$ cat src/hw/ptb_consts.svh
// Constants for the motor-control time base: field positions, reset values and encodings.
`ifndef PTB_CONSTS_SVH
`define PTB_CONSTS_SVH
// ****************************************************************
// Field positions of the first control byte.
// ****************************************************************
`define PTB_POST_MSB      7
`define PTB_POST_LSB      4
`define PTB_PRE_MSB       3
`define PTB_PRE_LSB       2
`define PTB_MODE_MSB      1
`define PTB_MODE_LSB      0
// ****************************************************************
// Field positions of the second control byte.
// ****************************************************************
`define PTB_ON_BIT        7
`define PTB_DIR_BIT       6
// ****************************************************************
// Reset values and widths.
// ****************************************************************
`define PTB_CTRL_RST      8'h00
`define PTB_CNT_W         12
`define PTB_CNT_RST       12'h000
`define PTB_PER_RST       12'h000
`define PTB_HI_NIB_W      4
`define PTB_PRE_W         6
`define PTB_PRE_RST       6'h00
`define PTB_POST_RST      4'h0
// ****************************************************************
// Instruction clock is the oscillator divided by four.
// ****************************************************************
`define PTB_INSTR_DIV     2'h3
// ****************************************************************
// Terminal counts of the prescale counter per ratio.
// ****************************************************************
`define PTB_PRE1_TOP      6'h00
`define PTB_PRE4_TOP      6'h03
`define PTB_PRE16_TOP     6'h0F
`define PTB_PRE64_TOP     6'h3F
`endif

$ cat src/hw/ptb_pkg.sv
// Types shared by the motor-control time base.
package ptb_pkg;
  typedef enum logic [1:0] {
    PTB_FREE   = 2'h0,
    PTB_SINGLE = 2'h1,
    PTB_UPDN   = 2'h2,
    PTB_UPDN2  = 2'h3
  } ptb_mode_t;
  typedef enum logic [1:0] {
    PTB_PRE1  = 2'h0,
    PTB_PRE4  = 2'h1,
    PTB_PRE16 = 2'h2,
    PTB_PRE64 = 2'h3
  } ptb_pre_t;
endpackage : ptb_pkg

$ cat src/hw/ptb_time_base.sv
// Twelve-bit motor-control time base with prescaler, postscaler and buffered period.
//
// Contract
// Up/down modes count up to period, then down on the next tick.
// Direction flag is one while counting down, zero while counting up.
// Outputs held inactive until the first down count from the period; the code does this in up/down modes only, free and single-shot enable at once.
// Instruction clock is prescaled by 1, 4, 16 or 64 per field.
// Prescaler clears on count write, control write or reset.
// Control writes leave the count value unchanged.
// Events pass a 4-bit postscaler dividing by 1 to 16.
// Postscaler clears on count write, control write or reset.
// Free mode: each period match is an event; count returns to zero.
// Single-shot: match gives event, count zeroes, enable clears, no postscale.
// Up/down mode: event when count is zero turning upward, postscaled.
// Double update mode: events at zero and at period match.
// Software changes mode only while the time base is off.
// Period is low nibble of high byte joined to the low byte.
// Free and single-shot: active period loads when count resets after match.
// Up/down modes: active period loads whenever the count is zero.
// While off, the buffered period copies into the active period.
// Free mode period lasts period plus one prescaled ticks.
// Mode field: 00 free, 01 single, 10 up/down, 11 double update.
// Prescale field 00, 01, 10, 11 selects divide by 1, 4, 16, 64.
// Postscale ratio is field value plus one.
// Turning the enable off stops counting and keeps the count.
// Each postscaled event is a one-cycle pulse setting a sticky flag.
// An update strobe marks every load of the active period.
`timescale 1ns/10ps
`include "ptb_consts.svh"
module ptb_time_base
  import ptb_pkg::*;
#(
  parameter int CNT_W = `PTB_CNT_W
) (
  // Clock and reset.
  input  wire logic             clk,
  input  wire logic             rst,
  // First control byte write.
  input  wire logic             ctrl_first_we,
  input  wire logic [7:0]       ctrl_first_wdata,
  // Second control byte write, only the enable bit is stored.
  input  wire logic             ctrl_second_we,
  input  wire logic [7:0]       ctrl_second_wdata,
  // Count value write.
  input  wire logic             count_we,
  input  wire logic [CNT_W-1:0] count_wdata,
  // Period buffer byte writes.
  input  wire logic             period_value_high_we,
  input  wire logic             period_value_low_we,
  input  wire logic [7:0]       period_wdata,
  // Software clear of the sticky event flag.
  input  wire logic             event_flag_clr,
  // Status and readback.
  output logic [7:0]            ctrl_first_rdata,
  output logic [7:0]            ctrl_second_rdata,
  output logic                  time_base_on,
  output logic                  count_down_flag,
  output logic [CNT_W-1:0]      time_base_count,
  output logic [CNT_W-1:0]      period_value,
  output logic [CNT_W-1:0]      period_buffer,
  // Events toward duty-cycle and interrupt logic.
  output logic                  tick_pulse,
  output logic                  event_pulse,
  output logic                  event_flag,
  output logic                  period_update,
  output logic                  outputs_enable
);

  // ****************************************************************
  // State.
  // ****************************************************************
  logic [7:0]            ctrl_reg,     ctrl_next;
  logic                  on_reg,       on_next;
  logic                  dir_reg,      dir_next;
  logic [CNT_W-1:0]      cnt_reg,      cnt_next;
  logic [CNT_W-1:0]      per_reg,      per_next;
  logic [CNT_W-1:0]      buf_reg,      buf_next;
  logic [1:0]            q_reg,        q_next;
  logic [`PTB_PRE_W-1:0] pre_reg,      pre_next;
  logic [3:0]            post_reg,     post_next;
  logic                  ev_reg,       ev_next;
  logic                  flag_reg,     flag_next;
  logic                  upd_reg,      upd_next;
  logic                  tick_reg,     tick_next;
  logic                  arm_reg,      arm_next;
  logic                  oe_reg,       oe_next;

  ptb_mode_t mode;
  ptb_pre_t  pre_sel;
  logic [3:0] post_sel;
  logic       instr_tick;
  logic       tick;
  logic       clr_scalers;
  logic       raw_ev;
  logic       post_ev;
  logic [`PTB_PRE_W-1:0] pre_top;

  // Terminal value of the prescale counter for a selected ratio.
  function automatic logic [`PTB_PRE_W-1:0] pre_limit(input ptb_pre_t s);
    case (s)
      PTB_PRE1:  pre_limit = `PTB_PRE1_TOP;
      PTB_PRE4:  pre_limit = `PTB_PRE4_TOP;
      PTB_PRE16: pre_limit = `PTB_PRE16_TOP;
      PTB_PRE64: pre_limit = `PTB_PRE64_TOP;
      default:   pre_limit = `PTB_PRE1_TOP;
    endcase
  endfunction : pre_limit

  // Count one step up or down.
  function automatic logic [CNT_W-1:0] cnt_step(input logic [CNT_W-1:0] v, input logic down);
    cnt_step = down ? v - {{(CNT_W-1){1'b0}}, 1'b1} : v + {{(CNT_W-1){1'b0}}, 1'b1};
  endfunction : cnt_step

  // ****************************************************************
  // Field decode shared by all groups.
  // ****************************************************************
  assign mode        = ptb_mode_t'(ctrl_reg[`PTB_MODE_MSB:`PTB_MODE_LSB]);
  assign pre_sel     = ptb_pre_t'(ctrl_reg[`PTB_PRE_MSB:`PTB_PRE_LSB]);
  assign post_sel    = ctrl_reg[`PTB_POST_MSB:`PTB_POST_LSB];
  assign pre_top     = pre_limit(pre_sel);
  assign clr_scalers = count_we | ctrl_first_we | ctrl_second_we;

  // ****************************************************************
  // Instruction divider and prescaler.
  // ****************************************************************
  always_comb begin
    instr_tick = (q_reg == `PTB_INSTR_DIV);
    q_next     = instr_tick ? 2'h0 : q_reg + 2'h1;
    pre_next   = pre_reg;
    tick       = 1'b0;
    // Prescaler runs only while the time base is on.
    if (on_reg && instr_tick) begin
      if (pre_reg == pre_top) begin
        pre_next = `PTB_PRE_RST;
        tick     = 1'b1;
      end else begin
        pre_next = pre_reg + 6'h01;
      end
    end
    if (clr_scalers) begin
      pre_next = `PTB_PRE_RST;
    end
    tick_next = tick;
  end

  always_ff @(posedge clk) begin
    if (rst) begin
      q_reg    <= 2'h0;
      pre_reg  <= `PTB_PRE_RST;
      tick_reg <= 1'b0;
    end else begin
      q_reg    <= q_next;
      pre_reg  <= pre_next;
      tick_reg <= tick_next;
    end
  end

  // ****************************************************************
  // Control, count, direction and period.
  // ****************************************************************
  always_comb begin
    ctrl_next = ctrl_first_we ? ctrl_first_wdata : ctrl_reg;
    on_next   = ctrl_second_we ? ctrl_second_wdata[`PTB_ON_BIT] : on_reg;
    dir_next  = dir_reg;
    cnt_next  = cnt_reg;
    per_next  = per_reg;
    buf_next  = buf_reg;
    arm_next  = arm_reg;
    upd_next  = 1'b0;
    raw_ev    = 1'b0;
    // Period buffer bytes.
    if (period_value_high_we) begin
      buf_next[CNT_W-1:8] = period_wdata[`PTB_HI_NIB_W-1:0];
    end
    if (period_value_low_we) begin
      buf_next[7:0] = period_wdata;
    end
    // Counting; stopping keeps the count.
    if (on_reg && tick) begin
      case (mode)
        PTB_FREE, PTB_SINGLE: begin
          dir_next = 1'b0;
          if (cnt_reg == per_reg) begin
            raw_ev   = 1'b1;
            cnt_next = `PTB_CNT_RST;
            per_next = buf_reg;
            upd_next = 1'b1;
            if (mode == PTB_SINGLE) begin
              on_next = 1'b0;
            end
          end else begin
            cnt_next = cnt_step(cnt_reg, 1'b0);
          end
        end
        PTB_UPDN, PTB_UPDN2: begin
          if (!dir_reg) begin
            if (cnt_reg >= per_reg) begin
              dir_next = 1'b1;
              cnt_next = cnt_step(cnt_reg, 1'b1);
              arm_next = 1'b1;
              raw_ev   = (mode == PTB_UPDN2);
            end else begin
              cnt_next = cnt_step(cnt_reg, 1'b0);
            end
          end else begin
            if (cnt_reg == `PTB_CNT_RST) begin
              dir_next = 1'b0;
              cnt_next = cnt_step(cnt_reg, 1'b0);
              raw_ev   = 1'b1;
            end else begin
              cnt_next = cnt_step(cnt_reg, 1'b1);
            end
          end
          if (cnt_reg == `PTB_CNT_RST) begin
            per_next = buf_reg;
            upd_next = 1'b1;
          end
        end
        default: begin
          cnt_next = cnt_reg;
        end
      endcase
    end
    // While off the active period follows the buffer every cycle.
    if (!on_reg) begin
      per_next = buf_reg;
      arm_next = 1'b0;
      upd_next = 1'b1;
    end
    if (count_we) begin
      cnt_next = count_wdata;
    end
    oe_next = on_next & (~ctrl_next[`PTB_MODE_MSB] | arm_next);
  end

  always_ff @(posedge clk) begin
    if (rst) begin
      ctrl_reg <= `PTB_CTRL_RST;
      on_reg   <= 1'b0;
      dir_reg  <= 1'b0;
      cnt_reg  <= `PTB_CNT_RST;
      per_reg  <= `PTB_PER_RST;
      buf_reg  <= `PTB_PER_RST;
      arm_reg  <= 1'b0;
      upd_reg  <= 1'b0;
      oe_reg   <= 1'b0;
    end else begin
      ctrl_reg <= ctrl_next;
      on_reg   <= on_next;
      dir_reg  <= dir_next;
      cnt_reg  <= cnt_next;
      per_reg  <= per_next;
      buf_reg  <= buf_next;
      arm_reg  <= arm_next;
      upd_reg  <= upd_next;
      oe_reg   <= oe_next;
    end
  end

  // ****************************************************************
  // Postscaler and event flag.
  // ****************************************************************
  always_comb begin
    post_next = post_reg;
    post_ev   = 1'b0;
    // Single-shot bypasses the postscaler.
    if (raw_ev) begin
      if (mode == PTB_SINGLE || post_reg == post_sel) begin
        post_ev   = 1'b1;
        post_next = `PTB_POST_RST;
      end else begin
        post_next = post_reg + 4'h1;
      end
    end
    if (clr_scalers) begin
      post_next = `PTB_POST_RST;
    end
    ev_next   = post_ev;
    flag_next = post_ev | (flag_reg & ~event_flag_clr);
  end

  always_ff @(posedge clk) begin
    if (rst) begin
      post_reg <= `PTB_POST_RST;
      ev_reg   <= 1'b0;
      flag_reg <= 1'b0;
    end else begin
      post_reg <= post_next;
      ev_reg   <= ev_next;
      flag_reg <= flag_next;
    end
  end

  // ****************************************************************
  // Outputs straight from registers.
  // ****************************************************************
  assign ctrl_first_rdata  = ctrl_reg;
  assign ctrl_second_rdata = {on_reg, dir_reg, 6'h00};
  assign time_base_on      = on_reg;
  assign count_down_flag   = dir_reg;
  assign time_base_count   = cnt_reg;
  assign period_value      = per_reg;
  assign period_buffer     = buf_reg;
  assign tick_pulse        = tick_reg;
  assign event_pulse       = ev_reg;
  assign event_flag        = flag_reg;
  assign period_update     = upd_reg;
  // Free and single-shot modes enable outputs at once; up/down wait for the turn.
  assign outputs_enable    = oe_reg;

endmodule : ptb_time_base

$ cat config.mk
export PLATFORM = sky130hd
export DESIGN_NAME = ptb_time_base
export DESIGN_NICKNAME = d
export VERILOG_FILES = /design/src/hw/ptb_pkg.sv /design/src/hw/ptb_time_base.sv
export VERILOG_INCLUDE_DIRS = /design/src /design/src/hw
export SDC_FILE = /design/constraint.sdc
export NUM_CORES = 1
export LEC_CHECK = 0
export BUFFER_PORTS_ARGS = -buffer_cell sky130_fd_sc_hd__buf_2
export CORE_ASPECT_RATIO = 2
export CORE_UTILIZATION = 47
export DETAILED_ROUTE_END_ITERATION = 10
export PLACE_DENSITY = 0.76
export SYNTH_ARGS = -nofsm -noshare
export SYNTH_HDL_FRONTEND = slang
export SYNTH_SLANG_ARGS = --single-unit
$ cat constraint.sdc
create_clock -name clk -period 2.9 [get_ports clk]
set_clock_uncertainty 0.2 [all_clocks]
set_input_delay 0.145 -clock clk [delete_from_list [all_inputs] [get_ports clk]]
set_output_delay 0.145 -clock clk [all_outputs]
set_load 0.02 [all_outputs]
# [Word-level counts from Yosys, hierarchy flattened]
# Cells that the tools add are included.
[totals] ff_bits=64 inputBits=44 out_inout_bits=59 elab_cells=99
[classes] add_sub_neg=5 magnitude_cmp=1 eq_ne=13 muxes=43 n_bitwise=8 reduce_logical=12
[op_table] cell="12-bit 2-to-1 mux" n=10
[op_table] cell="12-bit case mux with 2 select lines" n=2
[op_table] cell="1-bit 2-to-1 mux" n=24
[op_table] cell="6-bit case mux with 4 select lines" n=1
[op_table] cell="12-bit by 1-bit adder with 12-bit output (second input constant)" n=1
[op_table] cell="12-bit equality test" n=1
[op_table] cell="12-bit greater-or-equal comparator" n=1
[op_table] cell="12-bit zero test" n=1
[op_table] cell="12-bit by 1-bit subtractor with 12-bit output (second input constant)" n=1
[op_table] cell="2-bit equality test (second input constant)" n=5
[op_table] cell="2-bit OR reduction" n=4
[op_table] cell="6-bit by 1-bit adder with 6-bit output (second input constant)" n=1
[op_table] cell="6-bit equality test" n=1
[op_table] cell="6-bit 2-to-1 mux" n=1
[op_table] cell="3-bit != test (second input constant)" n=2
[op_table] cell="1-bit case mux with 2 select lines" n=3
[op_table] cell="4-bit by 1-bit adder with 4-bit output (second input constant)" n=1
[op_table] cell="2-bit by 1-bit equality test with 1-bit output (second input constant)" n=2
[op_table] cell="4-bit equality test" n=1
[op_table] cell="2-bit zero test" n=2
[op_table] cell="4-bit 2-to-1 mux" n=1
[op_table] cell="1-bit OR" n=4
[op_table] cell="3-bit AND reduction" n=1
[op_table] cell="2-bit by 1-bit adder with 2-bit output (second input constant)" n=1
[op_table] cell="7 further kinds" n=10

# [Logic depth before layout (Yosys ltp)]
# Gate-level depths: netlist (run 1).
[logic_depth] ltp_word=10 ltp_mapped=10 mapped_depth_nobuf=9

# [Worst setup path after synthesis (run 1)]
# Ideal clock, no wire load.
[synth_timing] kind="register -> register" from="register cnt_reg[0] (netlist: time_base_count[0])" to="register cnt_reg[10] (netlist: time_base_count[10])" setup_ns=0.116 arrival_ns=2.579 required_time_ns=2.584 setup_slack_ns=0.005 path_stages_with_launch=11 synth_period_minus_slack_ns=2.895 path_cell_list="dfxtp_1 -> inv_1 -> ha_1 -> nor3b_1 -> o21ai_0 -> a21oi_1 -> a21o_2 -> buf_6 -> nor2_1 -> a221o_1 -> a41o_1"
[synth_between] elab_chain_len=6 word_cells_on_any_way=12 cone_classes="add/sub: 2; order compare: 1; eq/ne: 1; mux: 7; reduce/logical: 1"
[synth_lines] item="start: declaration" line_no="ptb_time_base.sv:75" text="logic [CNT_W-1:0] cnt_reg, cnt_next;"
[synth_lines] item="start signal: assignment" line_no="ptb_time_base.sv:241" text="cnt_reg <= `PTB_CNT_RST;"
[synth_lines] item="start signal: assignment" line_no="ptb_time_base.sv:251" text="cnt_reg <= cnt_next;"
[synth_lines] item="12-bit by 1-bit adder with 12-bit output (tied with other cells)"
[synth_lines] item="12-bit 2-to-1 mux (on tied branches)" line_no="ptb_time_base.sv:197, ptb_time_base.sv:206"
[synth_lines] item="12-bit 2-to-1 mux" line_no="ptb_time_base.sv:196" text="if (!dir_reg) begin"
[synth_lines] item="12-bit case mux with 2 select lines *" line_no="ptb_time_base.sv:180" text="case (mode)"
[synth_lines] item="12-bit 2-to-1 mux *" line_no="ptb_time_base.sv:179" text="if (on_reg && tick) begin"
[synth_lines] item="12-bit 2-to-1 mux *" line_no="ptb_time_base.sv:230" text="if (count_we) begin"
# Mark *: on every way between the ends. The rest lies on a longest branch, timed or not. The select of a mux whose other input is x is not followed.
# A chain may end at the register's enable or synchronous reset.

# [Worst setup path in the final report (run 1)]
[layout_timing] from="register cnt_reg[7] (netlist: time_base_count[7])" to="register cnt_reg[4] (netlist: time_base_count[4])"
[layout_between] elab_chain_len=6 word_cells_on_any_way=10 cone_classes="order compare: 1; eq/ne: 1; mux: 7; reduce/logical: 1"
[layout_lines] item="12-bit greater-or-equal comparator / 12-bit zero test (equally long branches)"
[layout_lines] item="12-bit 2-to-1 mux (on tied branches)" line_no="ptb_time_base.sv:197, ptb_time_base.sv:206"
[layout_lines] item="12-bit 2-to-1 mux" line_no="ptb_time_base.sv:196"
[layout_lines] item="12-bit case mux with 2 select lines *" line_no="ptb_time_base.sv:180"
[layout_lines] item="12-bit 2-to-1 mux *" line_no="ptb_time_base.sv:179"
[layout_lines] item="12-bit 2-to-1 mux *" line_no="ptb_time_base.sv:230"
# Marks and branches as above.

==> key figures, run 1 <==
Hold path
  – Min-Delay Path Class: in2reg

Timing
  – # setup viols final: 0
  – Min setup slack post-route: 0.0604 ns
  – Pins Over Slew Limit: 0
  – Final Hold Fails: 0
  – Final hold slack: 0.0187 ns
  – Top achievable clock speed: 352 MHz
  – Total Neg Setup Slack: 0 ns
  – Tcrit/Tclk final: 0.979
  – Post-route minimum period: 2.84 ns

Finish
  – Antenna diodes: 0
  – Area of the multi-input gates: 2160 um^2
  – Share of layout cells above drive strength 1: 0.266
  – Area growth syn-to-layout: 35.3%
  – Fin nets: 637
  – Sequential Area: 1280 um^2
  – Final instance area: 4910 um^2
  – Fill count: 660

Detailed routing
  – Initial DRT Pass Iterations: 7
  – DR iter-0 viols: 229
  – Vias post-DR: 3802
  – Detailed Route WL: 11000 um
  – ANT nets after route: 0
  – DR DRC count: 0
  – Routed vias/inst: 5.66
  – WL/cell: 16.4 um

Run status
  – Status: finished clean

GRT
  – Grt total ovfl: 0
  – GRT Util Overall: 0.285
  – Met2 GRT Util: 0.496
  – Met1 usage: 0.303
  – Initial antenna violation count: 0
  – M3 GR Usage: 0.0504
  – First-pass GRT wire length: 17600 um
  – GR peak layer: met2
  – Largest net degree at the start of global routing: 34
  – Vias in the first global route: 3768

Die
  – Die ar.: 8100 um^2
  – Initial core utilization: 0.481
  – Die height: 126 um
  – Die Span X: 64.2 um
  – Core Area: 7540 um^2
  – Ports: 103
  – # rows: 45

CTS
  – Clk_lat worst skew: 0.33 ns
  – CTS max path bufs: 2
  – H-tree Lvls: 3
  – # clock sinks: 64
  – CTS Root Cell: clkbuf_16
  – TritonCTS clock tree: done
  – CTS clk-pin slew, worst paths: 0.05 ns
  – Num CTS Buffers: 9
  – Setup Buffers After CTS: 0

Critical path
  – Critical Path Start Type: register
  – Data required, critical path: 2.91 ns
  – Reg2Reg Depth: 8
  – CP Class: reg2reg
  – R2r startpoint: time_base_count[7]
  – Crit path launch: time_base_count[7]
  – Setup crit end: time_base_count[4]
  – Crit Path Max Fanout: 6
  – CP Capture Type: register
  – Internal reg-to-reg setup slack: 0.06 ns
  – Worst R2R End: time_base_count[4]
  – CP Data Arrival Time: 2.85 ns

Power and ir drop
  – Worst vdd ir: 0.000465 V
  – PD cells: 523 nW/um^2
  – Leakage: 2.21 nW

Placed design
  – DP Worst Slack: 0.0651 ns
  – Final HPWL DP: 7720 um
  – Post-placement cell area: 4260 um^2
  – Port Buffer Count: 89
  – GP Congestion: 0.970

Synthesis
  – Ys async rst share: 0
  – Synth cell types: 65
  – Ys Warns: 0
  – Cell count after synthesis: 444
  – Synth Flop Type: dfxtp_1
  – Seq cells post-synth: 64
  – Syn_area_per_cell: 8.18 um^2
  – EDFF count, synth: 0
  – Mapped Area: 3630 um^2
  – Sequential area share after synthesis: 0.353

Job
  – Max Cap Violations: 0
## kinds of logic after synthesis
kind of cell / synth area share
and+or+nand+nor: 0.232
adders and majority gates: 0.0620
AOI/OAI and AO/OA: 0.184
muxes: 0.0720
DFF: 0.353
other: 0.00103
buffers and inverters: 0.0720
xor gates and xnor gates: 0.0241
## repair_timing
| action | in CTS | in global routing |
|---|---|---|
| endpoints found under the setup margin | 0 | 10 |
| hold buffers | 30 | 0 |
| endpoints found under the hold margin | 31 | 0 |
| resized for setup | 0 | 8 |
## power breakdown
part           switching, mW  leakage (nW)  internal, mW
sequential            0.0385         0.525         0.922
clock                  0.378         0.143         0.700
combinational          0.305          1.54         0.227
## through the flow
step | total power [mW] | util | instances
2_1_floorplan | 1.29 | - | 449
3_3_place_gp | 1.44 | 0.565 | 628
3_5_place_dp | 1.46 | 0.565 | 628
4_1_cts | 2.56 | 0.644 | 672
5_1_grt | 2.67 | 0.651 | 672
6_report | 2.57 | 0.651 | 672
## metal layers
layer | routed length, um | part of all wire
met5 | 0 | 0
met4 | 544 | 0.049
met3 | 581 | 0.053
met2 | 5740 | 0.52
met1 | 4170 | 0.38
## worst min-delay path by stage
stage                         start                  end  slack [ns]  cells past startpoint
2_1_floorplan                   rst         time_base_on        0.03                      1
3_3_place_gp    ctrl_first_wdata[3]  ctrl_first_rdata[3]        0.18                      3
3_5_place_dp    ctrl_first_wdata[0]  ctrl_first_rdata[0]        0.19                      3
4_1_cts              ctrl_second_we          post_reg[1]       0.005                      4
5_1_grt        ctrl_second_wdata[7]         time_base_on        0.01                      3
6_report             ctrl_second_we          post_reg[3]        0.02                      4
## cells in the final DEF, fill, tap and decap left out, types with 4 or more instances in the layout
master	count
buf_2	89
nor2_1	75
dfxtp_1	64
nand2_1	31
dlygate4sd3_1	30
a21oi_1	29
buf_4	26
mux2i_1	25
inv_1	24
ha_1	16
o21ai_0	13
nor3_1	11
nand4_1	9
clkbuf_16	9
nand3_1	7
and3_1	7
xnor2_1	6
conb_1	6
o211ai_1	5
nor4_1	5
or3_1	5
and2_1	4
xor2_1	4
## area by class of cell
| class | count | area share |
|---|---|---|
| inverter | 25 | 0.0191 |
| clock inverter | 3 | 0.00866 |
| tap | 94 | 0.0239 |
| multi-input combinational | 329 | 0.440 |
| timing repair buffer | 146 | 0.196 |
| clock buffer | 11 | 0.0515 |
| sequential | 64 | 0.261 |
## worst max-delay path: stages (launching register included)
cell and delay, ns:
dfxtp_1 0.36, ha_1 0.34, nand4_1 0.17, or4_4 0.53, and2_4 0.17, a21o_2 0.25, a221oi_1 0.28, nor2_1 0.08
o311a_1 0.35
## synth_stat cells, drive strengths merged, types with 3 or more instances
cell type / n / area, um^2
a21oi: 32 / 175
buf: 15 / 108
nor2: 75 / 282
nand3: 7 / 35.0
a221o: 3 / 30.0
a311oi: 3 / 26.3
nand2b: 3 / 18.8
o211ai: 5 / 37.5
dfxtp: 64 / 1280
xnor2: 6 / 52.6
or4: 7 / 61.3
nand4: 9 / 56.3
nand2: 31 / 116
and2: 5 / 33.8
or3: 6 / 38.8
ha: 18 / 225
nor4: 5 / 31.3
xor2: 4 / 35.0
o221ai: 3 / 32.5
and3: 8 / 51.3
inv: 24 / 90.1
o21ai: 15 / 78.8
a221oi: 4 / 41.3
mux2i: 25 / 250
nor2b: 3 / 18.8
nor3: 12 / 60.1
clkbuf: 16 / 60.1
a31oi: 3 / 18.8
o22ai: 3 / 18.8
No activity file was read; power rests on OpenSTA's default activity.
==> run 2, diff against run 1 <==
--- a/config.mk
+++ b/config.mk
@@ -6,11 +6,12 @@
 export SDC_FILE = /design/constraint.sdc
 export NUM_CORES = 1
 export LEC_CHECK = 0
+export ABC_AREA = 1
 export BUFFER_PORTS_ARGS = -buffer_cell sky130_fd_sc_hd__buf_2
 export CORE_ASPECT_RATIO = 2
-export CORE_UTILIZATION = 47
+export CORE_UTILIZATION = 48
 export DETAILED_ROUTE_END_ITERATION = 10
-export PLACE_DENSITY = 0.76
+export PLACE_DENSITY = 0.77
 export SYNTH_ARGS = -nofsm -noshare
 export SYNTH_HDL_FRONTEND = slang
 export SYNTH_SLANG_ARGS = --single-unit
==> key figures, run 2 <==
Timing
  – Worst slew pin tran: 0.894 ns
  – Pins Over Slew Limit: 0 (unchanged)
  – Post-route minimum period: 2.46 ns (was 2.84 ns)
  – RSZ-0062 raised after global routing: false
  – Total Neg Setup Slack: 0 ns (unchanged)
  – Final Hold Fails: 0 (unchanged)
  – # setup viols final: 0 (unchanged)
  – Slew Limit Headroom: 0.403
  – Tcrit/Tclk final: 0.848 (was 0.979)
  – Top achievable clock speed: 406 MHz (was 352 MHz)

Synthesis
  – Synth Area in Adders: 0.0591 (was 0.0620)
  – Top-area cell type share of the netlist area: 0.336 (was 0.353)
  – Multiplexer area fraction after synthesis: 0 (was 0.0720)
  – Compound-gate portion of the synthesized area: 0.128 (was 0.184)
  – Cell count after synthesis: 559 (was 444)
  – Synth cell types: 41 (was 65)
  – Post-Synth Simple-Gate Area: 0.317 (was 0.232)
  – Dominant cells by area after synthesis: dfxtp_1, nor2_1, nand2_1 (was dfxtp_1, nor2_1, mux2i_1)
  – Ys async rst share: 0 (unchanged)
  – Synth Flop Type: dfxtp_1 (unchanged)
  – Largest family of logic cells by synthesized area: simple AND/OR/NAND/NOR gates (unchanged)
  – Syn_area_per_cell: 6.82 um^2 (was 8.18 um^2)
  – Seq cells post-synth: 64 (unchanged)
  – Xor and xnor fraction of the mapped netlist area: 0.0597 (was 0.0241)
  – Most frequent cell after synthesis: nor2_1 (unchanged)
  – Sequential area share after synthesis: 0.336 (was 0.353)
  – Mapped Area: 3810 um^2 (was 3630 um^2)
  – EDFF count, synth: 0 (unchanged)
  – Area leader, netlist: dfxtp_1 (unchanged)
  – Synth top cells by count: nor2_1, nand2_1, dfxtp_1 (was nor2_1, dfxtp_1, nand2_1)
  – Ys Warns: 0 (unchanged)

Critical path
  – CP Capture Type: register (unchanged)
  – Internal reg-to-reg setup slack: 0.44 ns (was 0.06 ns)
  – Critical path, cell by cell: inv_1, ha_1, nand2_1, nor2_2, nand3_2, nand2_4, inv_1, nor2_4, nand3_2, nand2_4, nand2_2, nand2_2, inv_2, nand2_1, nor2_1 (was ha_1, nand4_1, or4_4, and2_4, a21o_2, a221oi_1, nor2_1, o311a_1)
  – Crit-path slowest cell: dfxtp_1 (was or4_4)
  – CP Class: reg2reg (unchanged)
  – Critical Path Start Type: register (unchanged)
  – CP Data Arrival Time: 2.48 ns (was 2.85 ns)
  – Buf/Inv on CP: 3 (was 0)
  – Worst path top cell family by delay: simple AND/OR/NAND/NOR gates (unchanged)
  – Data required, critical path: 2.92 ns (was 2.91 ns)
  – Slowest stage delay, CP: 0.33 ns (was 0.53 ns)
  – Crit Path Max Fanout: 10 (was 6)

Placed design
  – Final HPWL DP: 8330 um (was 7720 um)
  – GP Congestion: 0.961 (was 0.970)
  – Port Buffer Count: 89 (unchanged)

CTS
  – H-tree Lvls: 3 (unchanged)
  – CTS Root Cell: clkbuf_16 (unchanged)
  – Clk_lat worst skew: 0.33 ns (about the same)
  – Num CTS Buffers: 9 (unchanged)
  – # clock sinks: 64 (unchanged)
  – CTS max path bufs: 2 (unchanged)
  – TritonCTS clock tree: done (unchanged)
  – CTS clk-pin slew, worst paths: 0.05 ns (about the same)
  – Setup Buffers After CTS: 0 (unchanged)

Detailed routing
  – Vias post-DR: 4155 (was 3802)
  – DR DRC count: 0 (unchanged)
  – Detailed Route WL: 11400 um (was 11000 um)
  – Routed vias/inst: 5.33 (was 5.66)
  – ANT nets after route: 0 (unchanged)
  – DR iter-0 viols: 233 (was 229)
  – Initial DRT Pass Iterations: 5 (was 7)
  – WL/cell: 14.6 um (was 16.4 um)

Die
  – Die Span X: 65.0 um (was 64.2 um)
  – Initial core utilization: 0.498 (was 0.481)
  – Ports: 103 (unchanged)
  – # rows: 45 (unchanged)
  – Die height: 128 um (was 126 um)
  – Die ar.: 8330 um^2 (was 8100 um^2)
  – Core Area: 7660 um^2 (was 7540 um^2)

Power and ir drop
  – Worst vdd ir: 0.000563 V (was 0.000465 V)
  – Final Power: 2.59 mW (was 2.57 mW)
  – PD cells: 526 nW/um^2 (was 523 nW/um^2)
  – Leakage: 2.41 nW (was 2.21 nW)

Finish
  – Most frequent cells in the layout: nor2_1, buf_2, nand2_1 (was buf_2, nor2_1, dfxtp_1)
  – Area growth syn-to-layout: 29.0% (was 35.3%)
  – Commonest non-fill, non-tap cell in the layout: nor2_1 (was buf_2)
  – Share of layout cells above drive strength 1: 0.204 (was 0.266)
  – Fin nets: 743 (was 637)
  – Antenna diodes: 0 (unchanged)

GRT
  – Largest net degree at the start of global routing: 37 (was 34)
  – Vias in the first global route: 3935 (was 3768)
  – Grt total ovfl: 0 (unchanged)
  – GRT Util Overall: 0.282 (was 0.285)
  – Initial antenna violation count: 0 (unchanged)
  – First-pass GRT wire length: 17700 um (was 17600 um)

Hold path
  – Min-Delay Path Class: in2reg (unchanged)

Job
  – Max Cap Violations: 0 (unchanged)

Run status
  – Status: finished clean (unchanged)
## run 2: layout make-up
| type | instances | area, um^2 |
|---|---|---|
| fill | 727 | 2740 |
| multi-input combinational | 412 | 2180 |
| sequential | 64 | 1280 |
| timing repair buffer | 132 | 841 |
| clock buffer | 12 | 246 |
| inverter | 62 | 233 |
| tap | 94 | 118 |
| clock inverter | 4 | 20.0 |
## run 2: metrics by stage
step / hold WS [ns] / util / instances / area [um^2] / setup WS, ns
2_1_floorplan: 0.0588 / - / 564 / 3830 / 0.574
3_3_place_gp: 0.148 / 0.569 / 735 / 4360 / 0.368
3_5_place_dp: 0.155 / 0.569 / 735 / 4360 / 0.270
4_1_cts: 0.00279 / 0.642 / 780 / 4910 / 0.248
5_1_grt: 0.0323 / 0.642 / 780 / 4920 / 0.205
6_report: 0.00514 / 0.642 / 780 / 4920 / 0.439
## run 2: worst min-delay path, delay by kind of cell
| family | cells | cell delay [ns] |
|---|---|---|
| AND/OR/NAND/NOR | 3 | 0.19 |
| buffers and inverters | 1 | 0.10 |
| AO/OA/AOI/OAI | 1 | 0.05 |
## run 2: metal layers
layer / vias up / GRT usage / part of all wire / wire (um)
met2: 128 / 0.537 / 0.56 / 6310
met5: - / 0 / 0 / 0
li1: 2041 / - / - / -
met3: 44 / 0.0552 / 0.045 / 515
met1: 1942 / 0.254 / 0.35 / 3950
met4: 0 / 0.194 / 0.052 / 591
## run 2: path summary, 6_finish.rpt
check	end	cells after the start	startpoint
hold reg to reg	q_reg[0]	1	q_reg[0]
hold / removal	time_base_count[11]	5	count_wdata[11]
setup reg to reg	post_reg[2]	15	period_value[7]
setup / recovery	post_reg[2]	15	period_value[7]
## run 2: cells by family (layout without fill, tap and decap cells)
kind of cell / count (synthesis) / after routing
compound gates: 91 / 91
buf+inv: 88 / 210
fa+ha+maj: 18 / 18
xor+xnor: 26 / 26
flops: 64 / 64
simple gates: 271 / 271
other cells: 1 / 6
## run 2: report_power, final
part	internal [mW]	total, mW	switching, mW	leakage, nW
clock	0.595	0.964	0.370	0.136
sequential	0.931	0.968	0.0372	0.527
combinational	0.240	0.654	0.414	1.75
total	1.77	2.59	0.821	2.41
## run 2: what timing repair did
item	in CTS	in global routing
endpoints found under the hold margin	24	0
resized for setup	0	1
hold buffers	29	0
setup endpoints to repair	0	1
==> run 3, diff against run 2 <==
--- a/config.mk
+++ b/config.mk
@@ -9,9 +9,9 @@
 export ABC_AREA = 1
 export BUFFER_PORTS_ARGS = -buffer_cell sky130_fd_sc_hd__buf_2
 export CORE_ASPECT_RATIO = 2
-export CORE_UTILIZATION = 48
+export CORE_UTILIZATION = 53
 export DETAILED_ROUTE_END_ITERATION = 10
-export PLACE_DENSITY = 0.77
+export PLACE_DENSITY = 0.8
 export SYNTH_ARGS = -nofsm -noshare
 export SYNTH_HDL_FRONTEND = slang
 export SYNTH_SLANG_ARGS = --single-unit
==> constraint.sdc (replaced) <==
create_clock -name clk -period 2.3 [get_ports clk]
set_clock_uncertainty 0.2 [all_clocks]
set_input_delay 0.115 -clock clk [delete_from_list [all_inputs] [get_ports clk]]
set_output_delay 0.115 -clock clk [all_outputs]
set_load 0.02 [all_outputs]
==> key figures, run 3 (synthesized netlist as in run 2, its figures left out) <==
Die
  – Core Area: 6940 um^2 (was 7660 um^2)
  – Die Span X: 62.0 um (was 65.0 um)
  – Initial core utilization: 0.549 (was 0.498)
  – Ports: 103 (unchanged)
  – Die ar.: 7560 um^2 (was 8330 um^2)
  – Die height: 122 um (was 128 um)
  – # rows: 43 (was 45)

Power and ir drop
  – Int Pwr: 2.45 mW (was 1.77 mW)
  – Sw Ratio: 0.327 (was 0.317)
  – Final Power: 3.64 mW (was 2.59 mW)
  – Clock power frac: 0.369 (was 0.373)
  – NetSw: 1.19 mW (was 821 uW)
  – Leakage: 2.62 nW (was 2.41 nW)
  – PD cells: 663 nW/um^2 (was 526 nW/um^2)
  – Worst vdd ir: 0.000705 V (was 0.000563 V)
  – Logic pwr share: 0.292 (was 0.253)
  – Sequential share of power: 0.339 (was 0.374)

Critical path
  – CP Capture Type: register (unchanged)
  – Data required, critical path: 2.35 ns (was 2.92 ns)
  – CP Class: reg2reg (unchanged)
  – Buf/Inv on CP: 1 (was 3)
  – Crit Path Max Fanout: 25 (was 10)
  – Crit-path slowest cell: dfxtp_1 (unchanged)
  – Critical Path Start Type: register (unchanged)
  – Critical path, cell by cell: ha_4, nand2_2, nor2_4, nand3_4, nand2_4, inv_2, nor2_4, a21oi_4, o21ai_0, a21oi_1 (was inv_1, ha_1, nand2_1, nor2_2, nand3_2, nand2_4, inv_1, nor2_4, nand3_2, nand2_4, nand2_2, nand2_2, inv_2, nand2_1, nor2_1)
  – Cell mode on critical path: nor2_4
  – CP Data Arrival Time: 2.44 ns (was 2.48 ns)
  – Slowest stage delay, CP: 0.51 ns (was 0.33 ns)
  – Worst path top cell family by delay: compound AO/OA/AOI/OAI gates (was simple AND/OR/NAND/NOR gates)

Job
  – Max Cap Violations: 0 (unchanged)

CTS
  – Clk_lat worst skew: 0.34 ns (was 0.33 ns)
  – CTS clk-pin slew, worst paths: 0.05 ns (about the same)
  – CTS Root Cell: clkbuf_16 (unchanged)
  – Num CTS Buffers: 9 (unchanged)
  – # clock sinks: 64 (unchanged)
  – CTS max path bufs: 2 (unchanged)
  – TritonCTS clock tree: done (unchanged)
  – H-tree Lvls: 3 (unchanged)

GRT
  – GRT Util Overall: 0.357 (was 0.282)
  – Vias in the first global route: 4255 (was 3935)
  – Largest net degree at the start of global routing: 34 (was 37)
  – Met1 usage: 0.347 (was 0.254)
  – Initial antenna violation count: 0 (unchanged)
  – GR peak layer: met2 (unchanged)
  – Grt total ovfl: 0 (unchanged)
  – Met2 GRT Util: 0.634 (was 0.537)
  – First-pass GRT wire length: 19600 um (was 17700 um)
  – M3 GR Usage: 0.0796 (was 0.0552)

Detailed routing
  – Initial DRT Pass Iterations: 6 (was 5)
  – DR iter-0 viols: 411 (was 233)
  – Vias post-DR: 4526 (was 4155)
  – Detailed Route WL: 13700 um (was 11400 um)
  – ANT nets after route: 0 (unchanged)
  – WL/cell: 16.8 um (was 14.6 um)
  – Routed vias/inst: 5.57 (was 5.33)
  – DR DRC count: 0 (unchanged)

Run status
  – Status: finished, violations left (was finished clean)
  – Failing checks: negative setup slack

Placed design
  – Port Buffer Count: 89 (unchanged)
  – GP Congestion: 1.04 (was 0.961)
  – Cell count after placement: 748 (was 735)
  – Final HPWL DP: 8720 um (was 8330 um)

Timing
  – # setup viols final: 9 (was 0)
  – Worst slew pin tran: 0.666 ns (was 0.894 ns)
  – Final Hold Fails: 0 (unchanged)
  – Pins Over Slew Limit: 0 (unchanged)
  – Min setup slack post-route: -0.0893 ns (was 0.439 ns)
  – Post-route minimum period: 2.39 ns (was 2.46 ns)
  – Tcrit/Tclk final: 1.04 (was 0.848)
  – RSZ-0062 raised after global routing: true (was false)
  – Slew Limit Headroom: 0.552 (was 0.403)
  – Top achievable clock speed: 419 MHz (was 406 MHz)

Finish
  – Fin nets: 779 (was 743)
  – Area growth syn-to-layout: 43.8% (was 29.0%)
  – Share of layout cells above drive strength 1: 0.281 (was 0.204)
  – Final non-filler cell total: 812 (was 780)
  – Antenna diodes: 0 (unchanged)
  – Most frequent cells in the layout: nor2_1, buf_2, nand2_1 (unchanged)
  – Commonest non-fill, non-tap cell in the layout: nor2_1 (unchanged)

Hold path
  – Min-Delay Path Class: in2reg (unchanged)
run 3: cell types whose count changed in the layout (fill, tap and decap cells not counted), moves of 3 or more:
cell	previous run	this run
inv_1	59	48
inv_2	2	13
o21ai_0	42	39
ha_1	18	9
dlygate4sd3_1	29	44
dfxtp_2	0	11
nand3_4	0	4
dfxtp_1	64	53
ha_4	0	9
buf_4	14	29
buf_6	0	5
nand2_2	5	8
nand2_1	88	83
o21ai_1	2	5
run 3: final timing paths:
path,startpoint,end,slack [ns],cells after the start
worst min-delay path,count_wdata[3],time_base_count[3],0.0008,5
worst min register to register,event_flag,event_flag,0.28,2
worst max register to register,time_base_count[10],period_value[6],-0.09,10
worst max-delay path,time_base_count[10],period_value[6],-0.09,10
run 3: layout make-up:
cell class	count	area, um^2
Multi-Input combinational cell	412	2380
Fill cell	445	1460
Sequential cell	64	1290
Timing Repair Buffer	168	1180
Inverter	62	233
Clock buffer	10	229
Tap cell	90	113
Clock inverter	6	60.1
run 3: routing by layer:
metal / wire, um / part of all wire
met3: 713 / 0.052
met2: 7430 / 0.54
met1: 4660 / 0.34
met4: 865 / 0.063
met5: 0 / 0
run 3: worst reg2reg max path, cell delays in order (launching register included):
cell and delay, ns:
dfxtp_1 0.51, ha_4 0.27, nand2_2 0.10, nor2_4 0.06, nand3_4 0.09, nand2_4 0.05
inv_2 0.08, nor2_4 0.05, a21oi_4 0.47, o21ai_0 0.24, a21oi_1 0.19
run 3: what timing repair did:
action,4_1_cts,5_1_grt
hold buffers,44,0
resized for setup,10,47
pin swaps,6,6
endpoints found under the setup margin,19,32
buffers inserted,3,1
endpoints found under the hold margin,36,0
run 3: metrics by stage:
step           setup TNS, ns  hold WS, ns   util  setup WS [ns]  instance area, um^2
3_5_place_dp           -1.38        0.143  0.645         -0.134                 4480
5_1_grt                -1.93       0.0272  0.790         -0.132                 5490
2_1_floorplan              0       0.0288      -         0.0751                 3830
6_report              -0.271     0.000845  0.790        -0.0893                 5490
4_1_cts                    0     0.000870  0.761        0.00383                 5280
3_3_place_gp          -0.346        0.135  0.645        -0.0519                 4480
run 3: power groups by stage:
stage	sequential (mW)	combinational (mW)	clock (mW)
global route	1.24	1.15	1.39
global placement	1.24	0.802	0
CTS	1.22	0.942	1.33
floorplan	1.31	0.474	0
detailed placement	1.24	0.820	0
finish	1.23	1.06	1.34
